<file path="src/rtl/ptc_consts.vh">
// Register indexes, field positions, reset values and counts of the timer.
`ifndef PTC_CONSTS_VH
`define PTC_CONSTS_VH

`define PTC_ADDR_W          12
`define PTC_IDX_W           10
`define PTC_DATA_W          32

`define PTC_IDX_CAP_CTRL    10'h092
`define PTC_IDX_EDGE_SEL    10'h093
`define PTC_IDX_CONTROL     10'h0C8
`define PTC_IDX_MODE        10'h0C9
`define PTC_IDX_RC_LOW      10'h0CA
`define PTC_IDX_RC_HIGH     10'h0CB
`define PTC_IDX_COUNT_LOW   10'h0CC
`define PTC_IDX_COUNT_HIGH  10'h0CD
`define PTC_IDX_CAP0_LOW    10'h0E0
`define PTC_IDX_CAP0_HIGH   10'h0E1
`define PTC_IDX_CAP1_LOW    10'h0E2
`define PTC_IDX_CAP1_HIGH   10'h0E3
`define PTC_IDX_CAP2_LOW    10'h0E4
`define PTC_IDX_CAP2_HIGH   10'h0E5
`define PTC_IDX_IRQ_STATUS  10'h0F8
`define PTC_IDX_IRQ_MASK    10'h0F9

`define PTC_MODE_RELOAD_EN  7
`define PTC_MODE_DIV_HI     6
`define PTC_MODE_DIV_LO     4
`define PTC_MODE_CAP_CLR    3
`define PTC_MODE_MATCH_CLR  2
`define PTC_MODE_TRIG_HI    1
`define PTC_MODE_TRIG_LO    0

`define PTC_CTRL_EVENT      7
`define PTC_CTRL_RUN        2
`define PTC_CTRL_CMP_MODE   0

`define PTC_CAP_EN_LO       4
`define PTC_CAP_EN_HI       6
`define PTC_CAP_FLAG_LO     0
`define PTC_CAP_FLAG_HI     2

`define PTC_TRIG_OVERFLOW   2'h0
`define PTC_EDGE_FALL       2'h0
`define PTC_EDGE_RISE       2'h1
`define PTC_EDGE_ANY        2'h2

`define PTC_RESET_BYTE      8'h00
`define PTC_COUNT_CLEAR     16'h0000
`define PTC_COUNT_MAX       16'hFFFF

`define PTC_DIV_MASK_1      9'h000
`define PTC_DIV_MASK_4      9'h003
`define PTC_DIV_MASK_16     9'h00F
`define PTC_DIV_MASK_32     9'h01F
`define PTC_DIV_MASK_64     9'h03F
`define PTC_DIV_MASK_128    9'h07F
`define PTC_DIV_MASK_256    9'h0FF
`define PTC_DIV_MASK_512    9'h1FF

`endif

</file>
<file path="src/rtl/ptc_capture_chan.v">
// Synchroniser and edge detector for one capture input.
`timescale 1ns/10ps
module ptc_capture_chan (
  input  wire       pclk,
  input  wire       presetn,
  input  wire       cap_pin,
  input  wire [1:0] edge_sel,
  input  wire       enable,
  output wire       edge_pulse
);
`include "ptc_consts.vh"

  reg  sync1_reg;
  reg  sync2_reg;
  reg  prev_reg;
  wire rise;
  wire fall;
  reg  hit;

  always @(posedge pclk or negedge presetn) begin
    if (!presetn) begin
      sync1_reg <= 1'b0;
      sync2_reg <= 1'b0;
      prev_reg  <= 1'b0;
    end else begin
      sync1_reg <= cap_pin;
      sync2_reg <= sync1_reg;
      prev_reg  <= sync2_reg;
    end
  end

  assign rise = sync2_reg & ~prev_reg;
  assign fall = ~sync2_reg & prev_reg;

  always @* begin
    case (edge_sel)
      `PTC_EDGE_FALL: hit = fall;
      `PTC_EDGE_RISE: hit = rise;
      `PTC_EDGE_ANY:  hit = rise | fall;
      default:        hit = 1'b0;
    endcase
  end

  assign edge_pulse = enable & hit; // [RULE10]
endmodule

</file>
<file path="src/rtl/ptc_prescaler.v">
// Clock divider that gives the counter its tick.
`timescale 1ns/10ps
module ptc_prescaler (
  input  wire       pclk,
  input  wire       presetn,
  input  wire       run,
  input  wire [2:0] prescale_select,
  output wire       tick
);
`include "ptc_consts.vh"

  reg  [8:0] div_cnt_reg;
  wire [8:0] div_mask;

  function [8:0] div_mask_of;
    input [2:0] sel;
    begin
      case (sel)
        3'h0:    div_mask_of = `PTC_DIV_MASK_1;
        3'h1:    div_mask_of = `PTC_DIV_MASK_4;
        3'h2:    div_mask_of = `PTC_DIV_MASK_16;
        3'h3:    div_mask_of = `PTC_DIV_MASK_32;
        3'h4:    div_mask_of = `PTC_DIV_MASK_64;
        3'h5:    div_mask_of = `PTC_DIV_MASK_128;
        3'h6:    div_mask_of = `PTC_DIV_MASK_256;
        default: div_mask_of = `PTC_DIV_MASK_512;
      endcase
    end
  endfunction

  assign div_mask = div_mask_of(prescale_select);
  assign tick     = run && ((div_cnt_reg & div_mask) == div_mask); // [RULE2]

  always @(posedge pclk or negedge presetn) begin
    if (!presetn) begin
      div_cnt_reg <= 9'h000;
    end else if (!run) begin
      div_cnt_reg <= 9'h000;
    end else begin
      div_cnt_reg <= div_cnt_reg + 9'h001;
    end
  end
endmodule

</file>
<file path="src/rtl/ptc_timer.v">
// Prescaled 16-bit timer with reload, compare and three capture channels.
// Operation
// [RULE1] With reload enabled, copy reload pair into counter on selected trigger.
// [RULE2] Prescale select picks divide by 1,4,16,32,64,128,256 or 512.
// [RULE3] Reload mode with capture clear set: capture event clears counter.
// [RULE4] Compare mode with match clear set: match clears counter.
// [RULE5] Trigger select: overflow, or capture channel 0, 1 or 2.
// [RULE6] Low reload/compare byte feeds low byte of compare or reload.
// [RULE7] High reload/compare byte feeds high byte of compare or reload.
// [RULE8] Counter is two separately readable and writable bytes.
// [RULE9] Software should stop the counter before touching its bytes.
// [RULE10] Each capture channel has its own enable bit, 6, 5, 4.
// [RULE11] Capture flag set on selected edge; only software clears it.
// [RULE12] Mode bit: zero is auto-reload, one is compare.
// [RULE13] Event flag set on overflow or match; only software clears it.
// [RULE14] Run bit low halts counter and keeps count; high counts.
// [RULE15] Capture edge copies counter into that channel's result pair.
// [RULE16] Counter steps on each tick, wraps at top, match on equality.
`timescale 1ns/10ps
`include "ptc_consts.vh"
module ptc_timer #(
  parameter CHANNELS = 3
) (
  input  wire                    pclk,
  input  wire                    presetn,
  input  wire                    psel,
  input  wire                    penable,
  input  wire                    pwrite,
  input  wire [`PTC_ADDR_W-1:0]  paddr,
  input  wire [`PTC_DATA_W-1:0]  pwdata,
  output wire [`PTC_DATA_W-1:0]  prdata,
  output wire                    pready,
  output wire                    pslverr,
  input  wire [CHANNELS-1:0]     capture_pin,
  output wire                    irq
);

  reg  [7:0]              timer_two_mode_reg;
  reg  [7:0]              reload_compare_low_reg;
  reg  [7:0]              reload_compare_high_reg;
  reg  [15:0]             count_reg;
  reg  [15:0]             count_next;
  reg  [CHANNELS-1:0]     cap_enable_reg;
  reg  [CHANNELS-1:0]     cap_flag_reg;
  reg  [CHANNELS-1:0]     cap_flag_next;
  reg  [2*CHANNELS-1:0]   edge_sel_reg;
  reg                     counter_run_reg;
  reg                     compare_mode_reg;
  reg                     event_flag_reg;
  reg                     event_flag_next;
  reg  [3:0]              irq_mask_reg;
  reg  [15:0]             cap_result_reg [0:CHANNELS-1];
  reg  [`PTC_DATA_W-1:0]  prdata_reg;
  reg                     pslverr_reg;
  reg  [7:0]              rd_byte;
  reg                     rd_hit;
  reg                     event_set;
  reg                     reload_trig;
  integer                 i;

  wire [CHANNELS-1:0]     cap_edge;
  wire                    tick;
  wire [`PTC_IDX_W-1:0]   idx;
  wire                    wr_en;
  wire [7:0]              wbyte;
  wire                    reload_en;
  wire [2:0]              prescale_select;
  wire                    capture_auto_clear;
  wire                    match_auto_clear;
  wire [1:0]              reload_trigger_select;
  wire [15:0]             rc_value;
  wire [15:0]             count_inc;
  wire                    overflow;
  wire [3:0]              irq_status;
  wire                    wr_cap_ctrl;
  wire                    wr_edge_sel;
  wire                    wr_control;
  wire                    wr_mode;
  wire                    wr_rc_low;
  wire                    wr_rc_high;
  wire                    wr_count_low;
  wire                    wr_count_high;
  wire                    wr_irq_status;
  wire                    wr_irq_mask;

  function sel_is;
    input [`PTC_IDX_W-1:0] a;
    input [`PTC_IDX_W-1:0] b;
    begin
      sel_is = (a == b);
    end
  endfunction

  assign idx     = paddr[`PTC_ADDR_W-1:2];
  assign wr_en   = psel & penable & pwrite;
  assign wbyte   = pwdata[7:0];
  assign pready  = psel & penable;
  assign prdata  = prdata_reg;
  assign pslverr = pslverr_reg & psel & penable;

  assign wr_cap_ctrl   = wr_en & sel_is(idx, `PTC_IDX_CAP_CTRL);
  assign wr_edge_sel   = wr_en & sel_is(idx, `PTC_IDX_EDGE_SEL);
  assign wr_control    = wr_en & sel_is(idx, `PTC_IDX_CONTROL);
  assign wr_mode       = wr_en & sel_is(idx, `PTC_IDX_MODE);
  assign wr_rc_low     = wr_en & sel_is(idx, `PTC_IDX_RC_LOW);
  assign wr_rc_high    = wr_en & sel_is(idx, `PTC_IDX_RC_HIGH);
  assign wr_count_low  = wr_en & sel_is(idx, `PTC_IDX_COUNT_LOW);
  assign wr_count_high = wr_en & sel_is(idx, `PTC_IDX_COUNT_HIGH);
  assign wr_irq_status = wr_en & sel_is(idx, `PTC_IDX_IRQ_STATUS);
  assign wr_irq_mask   = wr_en & sel_is(idx, `PTC_IDX_IRQ_MASK);

  assign reload_en             = timer_two_mode_reg[`PTC_MODE_RELOAD_EN];
  assign prescale_select       =
    timer_two_mode_reg[`PTC_MODE_DIV_HI:`PTC_MODE_DIV_LO];
  assign capture_auto_clear    = timer_two_mode_reg[`PTC_MODE_CAP_CLR];
  assign match_auto_clear      = timer_two_mode_reg[`PTC_MODE_MATCH_CLR];
  assign reload_trigger_select =
    timer_two_mode_reg[`PTC_MODE_TRIG_HI:`PTC_MODE_TRIG_LO];

  assign rc_value  = {reload_compare_high_reg, // [RULE7]
                      reload_compare_low_reg}; // [RULE6]
  assign count_inc = count_reg + 16'h0001;
  assign overflow  = tick && (count_reg == `PTC_COUNT_MAX); // [RULE16]

  ptc_prescaler u_prescaler (
    .pclk            (pclk),
    .presetn         (presetn),
    .run             (counter_run_reg),
    .prescale_select (prescale_select),
    .tick            (tick)
  );

  genvar g;
  generate
    for (g = 0; g < CHANNELS; g = g + 1) begin : gen_cap
      ptc_capture_chan u_chan (
        .pclk       (pclk),
        .presetn    (presetn),
        .cap_pin    (capture_pin[g]),
        .edge_sel   (edge_sel_reg[2*g+1:2*g]),
        .enable     (cap_enable_reg[g]),
        .edge_pulse (cap_edge[g])
      );
    end
  endgenerate

  // Reload trigger multiplexer.
  always @* begin
    case (reload_trigger_select) // [RULE5]
      `PTC_TRIG_OVERFLOW: reload_trig = overflow;
      2'h1:               reload_trig = cap_edge[0];
      2'h2:               reload_trig = cap_edge[1];
      default:            reload_trig = cap_edge[2];
    endcase
  end

  // Next count: tick, match, capture clear, reload, then software bytes.
  always @* begin
    count_next = count_reg;
    event_set  = 1'b0;
    if (tick) begin
      count_next = count_inc; // [RULE14] [RULE16]
      if (overflow) begin
        event_set = 1'b1; // [RULE13]
      end
      if (compare_mode_reg && (count_inc == rc_value)) begin
        event_set = 1'b1; // [RULE13] [RULE16]
        if (match_auto_clear) begin
          count_next = `PTC_COUNT_CLEAR; // [RULE4]
        end
      end
    end
    if (!compare_mode_reg) begin // [RULE12]
      if ((|cap_edge) && capture_auto_clear) begin
        count_next = `PTC_COUNT_CLEAR; // [RULE3]
      end else if (reload_en && reload_trig) begin
        count_next = rc_value; // [RULE1]
      end
    end
    if (wr_count_low) begin
      count_next[7:0] = wbyte; // [RULE8]
    end
    if (wr_count_high) begin
      count_next[15:8] = wbyte; // [RULE8]
    end
  end

  // Flags: a hardware set in the same cycle as a clear wins.
  always @* begin
    event_flag_next = event_flag_reg;
    cap_flag_next   = cap_flag_reg;
    if (wr_control) begin
      event_flag_next = wbyte[`PTC_CTRL_EVENT];
    end
    if (wr_cap_ctrl) begin
      cap_flag_next = wbyte[`PTC_CAP_FLAG_HI:`PTC_CAP_FLAG_LO];
    end
    if (wr_irq_status) begin
      event_flag_next = event_flag_reg & ~wbyte[0];
      cap_flag_next   = cap_flag_reg & ~wbyte[CHANNELS:1];
    end
    event_flag_next = event_flag_next | event_set; // [RULE13]
    cap_flag_next   = cap_flag_next | cap_edge; // [RULE11]
  end

  always @(posedge pclk or negedge presetn) begin
    if (!presetn) begin
      count_reg      <= `PTC_COUNT_CLEAR;
      event_flag_reg <= 1'b0;
      cap_flag_reg   <= {CHANNELS{1'b0}};
    end else begin
      count_reg      <= count_next;
      event_flag_reg <= event_flag_next;
      cap_flag_reg   <= cap_flag_next;
    end
  end

  // Capture results.
  always @(posedge pclk or negedge presetn) begin
    if (!presetn) begin
      for (i = 0; i < CHANNELS; i = i + 1) begin
        cap_result_reg[i] <= `PTC_COUNT_CLEAR;
      end
    end else begin
      for (i = 0; i < CHANNELS; i = i + 1) begin
        if (cap_edge[i]) begin
          cap_result_reg[i] <= count_reg; // [RULE15]
        end
      end
    end
  end

  // Software written control registers.
  always @(posedge pclk or negedge presetn) begin
    if (!presetn) begin
      timer_two_mode_reg      <= `PTC_RESET_BYTE;
      reload_compare_low_reg  <= `PTC_RESET_BYTE;
      reload_compare_high_reg <= `PTC_RESET_BYTE;
      cap_enable_reg          <= {CHANNELS{1'b0}};
      edge_sel_reg            <= {2*CHANNELS{1'b0}};
      counter_run_reg         <= 1'b0;
      compare_mode_reg        <= 1'b0;
      irq_mask_reg            <= 4'h0;
    end else begin
      if (wr_mode) begin
        timer_two_mode_reg <= wbyte;
      end
      if (wr_rc_low) begin
        reload_compare_low_reg <= wbyte;
      end
      if (wr_rc_high) begin
        reload_compare_high_reg <= wbyte;
      end
      if (wr_cap_ctrl) begin
        cap_enable_reg <= wbyte[`PTC_CAP_EN_HI:`PTC_CAP_EN_LO]; // [RULE10]
      end
      if (wr_edge_sel) begin
        edge_sel_reg <= wbyte[2*CHANNELS-1:0];
      end
      if (wr_control) begin
        counter_run_reg  <= wbyte[`PTC_CTRL_RUN]; // [RULE14]
        compare_mode_reg <= wbyte[`PTC_CTRL_CMP_MODE]; // [RULE12]
      end
      if (wr_irq_mask) begin
        irq_mask_reg <= wbyte[3:0];
      end
    end
  end

  assign irq_status = {cap_flag_reg, event_flag_reg};
  assign irq        = |(irq_status & irq_mask_reg);

  // Read multiplexer.
  always @* begin
    rd_byte = `PTC_RESET_BYTE;
    rd_hit  = 1'b1;
    case (idx)
      `PTC_IDX_CAP_CTRL: begin
        rd_byte = {1'b0, cap_enable_reg, 1'b0, cap_flag_reg};
      end
      `PTC_IDX_EDGE_SEL: begin
        rd_byte = {2'h0, edge_sel_reg};
      end
      `PTC_IDX_CONTROL: begin
        rd_byte = {event_flag_reg, 4'h0, counter_run_reg, 1'b0,
                   compare_mode_reg};
      end
      `PTC_IDX_MODE: begin
        rd_byte = timer_two_mode_reg;
      end
      `PTC_IDX_RC_LOW: begin
        rd_byte = reload_compare_low_reg;
      end
      `PTC_IDX_RC_HIGH: begin
        rd_byte = reload_compare_high_reg;
      end
      `PTC_IDX_COUNT_LOW: begin
        rd_byte = count_reg[7:0]; // [RULE8]
      end
      `PTC_IDX_COUNT_HIGH: begin
        rd_byte = count_reg[15:8]; // [RULE8]
      end
      `PTC_IDX_CAP0_LOW: begin
        rd_byte = cap_result_reg[0][7:0];
      end
      `PTC_IDX_CAP0_HIGH: begin
        rd_byte = cap_result_reg[0][15:8];
      end
      `PTC_IDX_CAP1_LOW: begin
        rd_byte = cap_result_reg[1][7:0];
      end
      `PTC_IDX_CAP1_HIGH: begin
        rd_byte = cap_result_reg[1][15:8];
      end
      `PTC_IDX_CAP2_LOW: begin
        rd_byte = cap_result_reg[2][7:0];
      end
      `PTC_IDX_CAP2_HIGH: begin
        rd_byte = cap_result_reg[2][15:8];
      end
      `PTC_IDX_IRQ_STATUS: begin
        rd_byte = {4'h0, irq_status};
      end
      `PTC_IDX_IRQ_MASK: begin
        rd_byte = {4'h0, irq_mask_reg};
      end
      default: begin
        rd_hit = 1'b0;
      end
    endcase
  end

  // Read data and error are captured in the setup cycle.
  always @(posedge pclk or negedge presetn) begin
    if (!presetn) begin
      prdata_reg  <= {`PTC_DATA_W{1'b0}};
      pslverr_reg <= 1'b0;
    end else if (psel && !penable) begin
      prdata_reg  <= pwrite ? {`PTC_DATA_W{1'b0}} : {24'h000000, rd_byte};
      pslverr_reg <= !rd_hit;
    end
  end
endmodule
</file>
<file path="config.mk">
export PLATFORM = sky130hd
export DESIGN_NAME = ptc_timer
export DESIGN_NICKNAME = d
export VERILOG_FILES = /design/src/rtl/ptc_capture_chan.v /design/src/rtl/ptc_prescaler.v /design/src/rtl/ptc_timer.v
export VERILOG_INCLUDE_DIRS = /design/src /design/src/rtl
export SDC_FILE = /design/constraint.sdc
export NUM_CORES = 1
export LEC_CHECK = 0
export BUFFER_PORTS_ARGS = -buffer_cell sky130_fd_sc_hd__buf_2
export CORE_ASPECT_RATIO = 0.8
export CORE_MARGIN = 2
export CORE_UTILIZATION = 40
export CTS_BUF_LIST = sky130_fd_sc_hd__clkbuf_2 sky130_fd_sc_hd__clkbuf_4 sky130_fd_sc_hd__clkbuf_8
export DETAILED_ROUTE_END_ITERATION = 10
export GPL_TIMING_DRIVEN = 1
export PLACE_DENSITY = 0.58
export SYNTH_ARGS = -nofsm -noshare
export SYNTH_HDL_FRONTEND = slang
export SYNTH_SLANG_ARGS = --single-unit
</file>
<file path="constraint.sdc">
create_clock -name pclk -period 3.7 [get_ports pclk]
set_input_delay 0.74 -clock pclk [delete_from_list [all_inputs] [get_ports pclk]]
set_output_delay 0.74 -clock pclk [all_outputs]
set_load 0.02 [all_outputs]
</file>
======== Word-level counts from Yosys, hierarchy flattened ========
Index checks and enable logic that the tools add are counted.
storage, ports and cells
  register bits ........................... 158
  input bits .............................. 52
  output and inout bits ................... 35
  logic and storage cells ................. 141
cells by class
  add/subtract/negate cells ............... 2
  equality and inequality tests ........... 33
  multiplexer cells ....................... 24
  bitwise logic cells ..................... 40
  reductions and logical operators ........ 16
operator list
  kind                                            count
  == test 10 x 8 -> 1 bit, second input constant  16
  case mux 8 bit (16 select lines)                1
  2-to-1 mux 16 bit                               6
  case mux 9 bit (7 select lines)                 1
  bitwise AND 1 bit                               24
  2-to-1 mux 8 bit                                3
  adder 16 x 1 -> 16 bit, second input constant   1
  == test 16 bit                                  1
  == test 16 bit, second input constant           1
  OR reduction 16 bit                             1
  case mux 1 bit (3 select lines)                 4
  adder 9 x 1 -> 9 bit, second input constant     1
  bitwise AND 9 bit                               1
  == test 3 bit, second input constant            3
  == test 9 bit                                   1
  2-to-1 mux 9 bit                                1
  == test 2 x 1 -> 1 bit, second input constant   4
  == test 2 bit, second input constant            4
  zero test 2 bit                                 4
  NOT 1 bit                                       7
  == test 3 x 2 -> 1 bit, second input constant   2
  logical AND 1 bit                               6
  2-to-1 mux 1 bit                                6
  2-to-1 mux 3 bit                                2
  other kinds (10)                                14

======== Logic depth before layout (Yosys ltp) ========
  word-level depth ........................ 12
  gate-level depth with buffers ........... 11
  mapped depth without buffers ............ 10

======== By module ========
A second synthesis with hierarchy kept.
unflattened totals
  cells, all modules ...................... 771
  area, all modules ....................... 8032.7 um^2
modules (own cells, without submodules)
  module            times used  cells an instance  area an instance (um^2)  sequential area each (um^2)
  ptc_timer         1           690                7151.9                   2902.8
  ptc_prescaler     1           48                 460.4                    225.2
  ptc_capture_chan  3           11                 140.1                    75.1

======== Worst setup path after synthesis ========
No wires, ideal clock.
  kind .................................... in2reg
  start ................................... in paddr[2]
  end ..................................... reg prdata_reg[6], in the netlist prdata[6]
  setup time .............................. 0.141 ns
  data arrival time ....................... 2.556 ns
  required time ........................... 3.559 ns
  slack ................................... 1.002 ns
  stages on the path ...................... 8
  path buffers ............................ 3
  cell sequence ........................... buf_2 buf_1 clkbuf_1 nor2_1 a222oi_1 o21ai_0 a2111oi_0 o21ai_0
on the way
  cells in the longest elaborated chain, start to end .. 3
  elaborated cells between the ends (all ways) .. 18
  those cells by class .................... eq/ne: 16; mux: 2
RTL lines
  what                                  line             source
  start: declaration                    ptc_timer.v:29   input wire [`PTC_ADDR_W-1:0] paddr,
  == test 10 x 8 -> 1 bit               ptc_timer.v:277  case (idx)
  case mux 8 bit (16 select lines) (*)  ptc_timer.v:277
  2-to-1 mux 8 bit (*)                  ptc_timer.v:339  prdata_reg <= pwrite ? {`PTC_DATA_W{1'b0}} : {24'h000000, rd_byte};
  end signal: assignment                ptc_timer.v:336  prdata_reg <= {`PTC_DATA_W{1'b0}};
  end signal: assignment                ptc_timer.v:339
  end: declaration                      ptc_timer.v:53   reg [`PTC_DATA_W-1:0] prdata_reg;
Every way passes the cells marked *; elsewhere a longest branch is shown, timed or not.
A chain may end at the register's enable or synchronous reset.

======== Final worst setup path ========
  start ................................... reg count_reg[1]
  end ..................................... reg count_reg[12]
on the way
  cells in the longest elaborated chain, start to end .. 9
  elaborated cells between the ends (all ways) .. 14
  those cells by class .................... add/sub: 1; eq/ne: 2; mux: 8; reduce/logical: 3
RTL lines
  what                      line             source
  start: declaration        ptc_timer.v:41   reg [15:0] count_reg;
  start signal: assignment  ptc_timer.v:208  count_reg <= `PTC_COUNT_CLEAR;
  start signal: assignment  ptc_timer.v:212  count_reg <= count_next;
  adder 16 x 1 -> 16 bit    ptc_timer.v:122  assign count_inc = count_reg + 16'h0001;
  == test 16 bit            ptc_timer.v:166  if (compare_mode_reg && (count_inc == rc_value)) begin
  logical AND 1 bit         ptc_timer.v:166
  2-to-1 mux 16 bit         ptc_timer.v:166
  2-to-1 mux 16 bit         ptc_timer.v:161  if (tick) begin
  2-to-1 mux 16 bit         ptc_timer.v:176  end else if (reload_en && reload_trig) begin
  2-to-1 mux 16 bit         ptc_timer.v:174  if ((|cap_edge) && capture_auto_clear) begin
  2-to-1 mux 16 bit (*)     ptc_timer.v:173  if (!compare_mode_reg) begin
  2-to-1 mux 8 bit (*)      ptc_timer.v:183  if (wr_count_high) begin
  via count_next[12]        ptc_timer.v:42   reg [15:0] count_next;
Mark *: on every way through the listed nets, which the timed path passes. The rest lies on a longest branch.

==> impl_metrics.toml <==
[drt]
drt_wl_total_um = 22800
first_pass_iters = 5
drc = 0
wl_per_cell_um = 21.9
drt_iter0_markers = 878
avgViaCountPerCell = 5.90
ant_nets = 0
vias = 6135

[global_route]
grt_max_degree = 95
globalRoute.totalOverflow = 0
track_usage_pct = 23.6
grt_pass1_wl_um = 35200
antenna_found_initial = 0
grt_pass1_vias = 5810

[place]
dpl.hpwl_um = 16500
place_congestion = 0.918
place_inst = 1010
post_dp_cell_area_um2 = 8100
place_ws_ns = 0.595
portBuffers = 36

[sta]
tns_ns = 0
setup_violations = 0
maxSlewViolCount = 0
max_freq_mhz = 310
whs_ns = 0.351
fin_ws_ns = 0.478
rsz0062_at_grt = "no"
period_needed_ns = 3.22
tightestPinTransition_ns = 0.931
max_slew_margin_pct = 37.9
period_share_pct = 87.1
final-hold-violation-count = 0
clock_skew_ns = 0.0114

[layout]
seqCellArea_um2 = 3350
fin_nets = 836
stdcell_area_um2 = 8440
largest_reg_flops = 48
syn_to_final_growth_pct = 11.5
final_cells = 1039
multi_input_area_um2 = 3910
layout-drive-gt1-share_pct = 25.7
num_antenna_cells = 0
fillCellCount = 1746

[cts]
h-tree-depth = 4
post-cts-setup-buffers = 0
cts_tree = "built"
post_cts_resize_count = 0
root_buffer = "clkbuf_8"
cts_sinks = 134
cts_hold_buf = 0
clk_path_buf_depth = 2
insertion_delay_ns = 0.46
cts_made_buffers = 17
clk_pin_slew_worst_paths_ns = 0.08

[synth]
yosys-top-cells-count = "dfrtp_1 (134), mux2_2 (81), nand2_1 (61), o21ai_0 (54), nor2_1 (27)"
ys_warn_count = 0
synth_top_area_share_pct = 44.3
ys.flop_type = "dfrtp_1"
ys_ff_latch = 134
synth_edf_count = 0
ys_types = 66
synth_top_cells_by_area = "dfrtp_1 (44%), mux2_2 (12%), o21ai_0 (3.6%), nand2_1 (3.0%), buf_4 (2.6%)"
syn_inst = 724
syn_area_per_cell_um2 = 10.5
ys_async_sr_fraction_pct = 100
synth-seq-area-share_pct = 44.3
yosys.area.top_type = "dfrtp_1"
yosysMostFrequentCell = "dfrtp_1"
netlist_area_um2 = 7570

[die]
io_pins = 87
die_h_um = 127
row_count = 44
die_x_um = 158
coreArea_um2 = 18300
start_util_pct = 41.3
die_area_um2 = 20100

[hold_path]
min_path_type = "register to register"
holdPathEnd = "gen_cap[2].u_chan.sync2_reg$_DFF_PN0_"
whs_path_depth = 0
min_from = "gen_cap[2].u_chan.sync1_reg$_DFF_PN0_"

[setup_path]
path_cells = "ha_1 > nand3_1 > nor4_1 > buf_4 > and3_1 > nand4_1 > a221o_1 > inv_1 > a2111oi_0 > o21ai_0"
slowest_stage = "a221o_1"
path_max_fanout = 15
required_ns = 4.07
rrSetupSlack_ns = 0.48
start_kind = "register"
worst_ep_arrival_time_ns = 3.59
crit_path_max_incr_delay_ns = 0.56
reg2reg_depth = 10
crit_path_end_kind = "register"
criticalPathCategory = "register to register"
reg2reg_to = "count_reg[12]$_DFF_PN0_"
r2r-start = "count_reg[1]$_DFF_PN0_"

[power_and_ir_drop]
p_per_area_nw_per_um2 = 328
leakage_uw = 0.00388
ir_drop_uv = 240

[run_status]
outcome = "finished, final reports clean"

[flow_run]
drv_cap = 0
==> cells in the final DEF (no fill, tap or decap), types with 9 or more instances in the layout <==
cell | Yosys | routed
inv_1 | 15 | 15
a21oi_1 | 21 | 21
and2_1 | 13 | 13
nand3_1 | 21 | 21
mux2i_1 | 14 | 14
nand2b_1 | 15 | 15
and3_1 | 14 | 14
dfrtp_1 | 134 | 134
a221oi_1 | 14 | 14
nand4_1 | 9 | 9
buf_4 | 26 | 35
o21ai_0 | 54 | 51
mux2_2 | 81 | 81
a22oi_1 | 11 | 11
xnor2_1 | 17 | 17
conb_1 | 1 | 24
nand2_1 | 61 | 61
o211ai_1 | 10 | 10
nor3_1 | 12 | 12
clkbuf_8 | 0 | 17
nor2_1 | 27 | 27
buf_2 | 6 | 35
==> worst max path at each step <==
stage                                   end  slack [ns]  cells past startpoint                    from
global placement    count_reg[12]$_DFF_PN0_        0.63                      9  count_reg[2]$_DFF_PN0_
finish              count_reg[12]$_DFF_PN0_        0.48                     10  count_reg[1]$_DFF_PN0_
detailed placement  count_reg[12]$_DFF_PN0_        0.60                      9  count_reg[2]$_DFF_PN0_
floorplan             prdata[6]$_DFFE_PN0P_        1.00                      8                paddr[2]
global route         count_reg[4]$_DFF_PN0_        0.37                     10  count_reg[1]$_DFF_PN0_
CTS                 count_reg[12]$_DFF_PN0_        0.55                     10  count_reg[1]$_DFF_PN0_
==> report_power, final <==
group	internal, uW	total (uW)	switching (uW)
clock	517	1110	595
combinational	46.2	173	127
sequential	1480	1490	10.2
total	2040	2770	732
==> kinds of logic after synthesis <==
kind of cell | share of synthesized area [%]
other cells | 0.0495
xor+xnor | 2.89
compound gates | 15.6
flops | 44.3
mux | 15.7
buf+inv | 5.40
simple gates | 14.8
fa+ha+maj | 1.32
==> area by class of cell <==
class,count,share of cell area (%)
Inverter,15,0.667
Clock buffer,17,2.77
Timing Repair Buffer,72,5.56
Sequential cell,134,39.7
Tap cell,253,3.75
Clock inverter,12,1.29
Multi-Input combinational cell,536,46.3
==> routing by layer <==
layer  wire [um]  GRT usage [%]  up-vias
met5           0              0        -
met4         534           7.91        0
met3        2170           6.68       41
met2        9780           33.4      298
met1       10300           34.8     3068
li1            -              -     2728
==> worst max-delay path: cells and delay by family (launching register included) <==
kind | cells | cell delay, ns
fa+ha+maj | 1 | 0.32
compound gates | 3 | 0.88
flops | 1 | 0.38
simple gates | 4 | 1.01
buf+inv | 2 | 0.53
==> per-stage QoR <==
step | power, uW | util (%)
global route | 2880 | 46.1
floorplan | 1610 | -
finish | 2770 | 46.1
detailed placement | 1690 | 44.2
global placement | 1680 | 44.2
CTS | 2790 | 46.1
No activity file was read; power rests on OpenSTA's default activity.
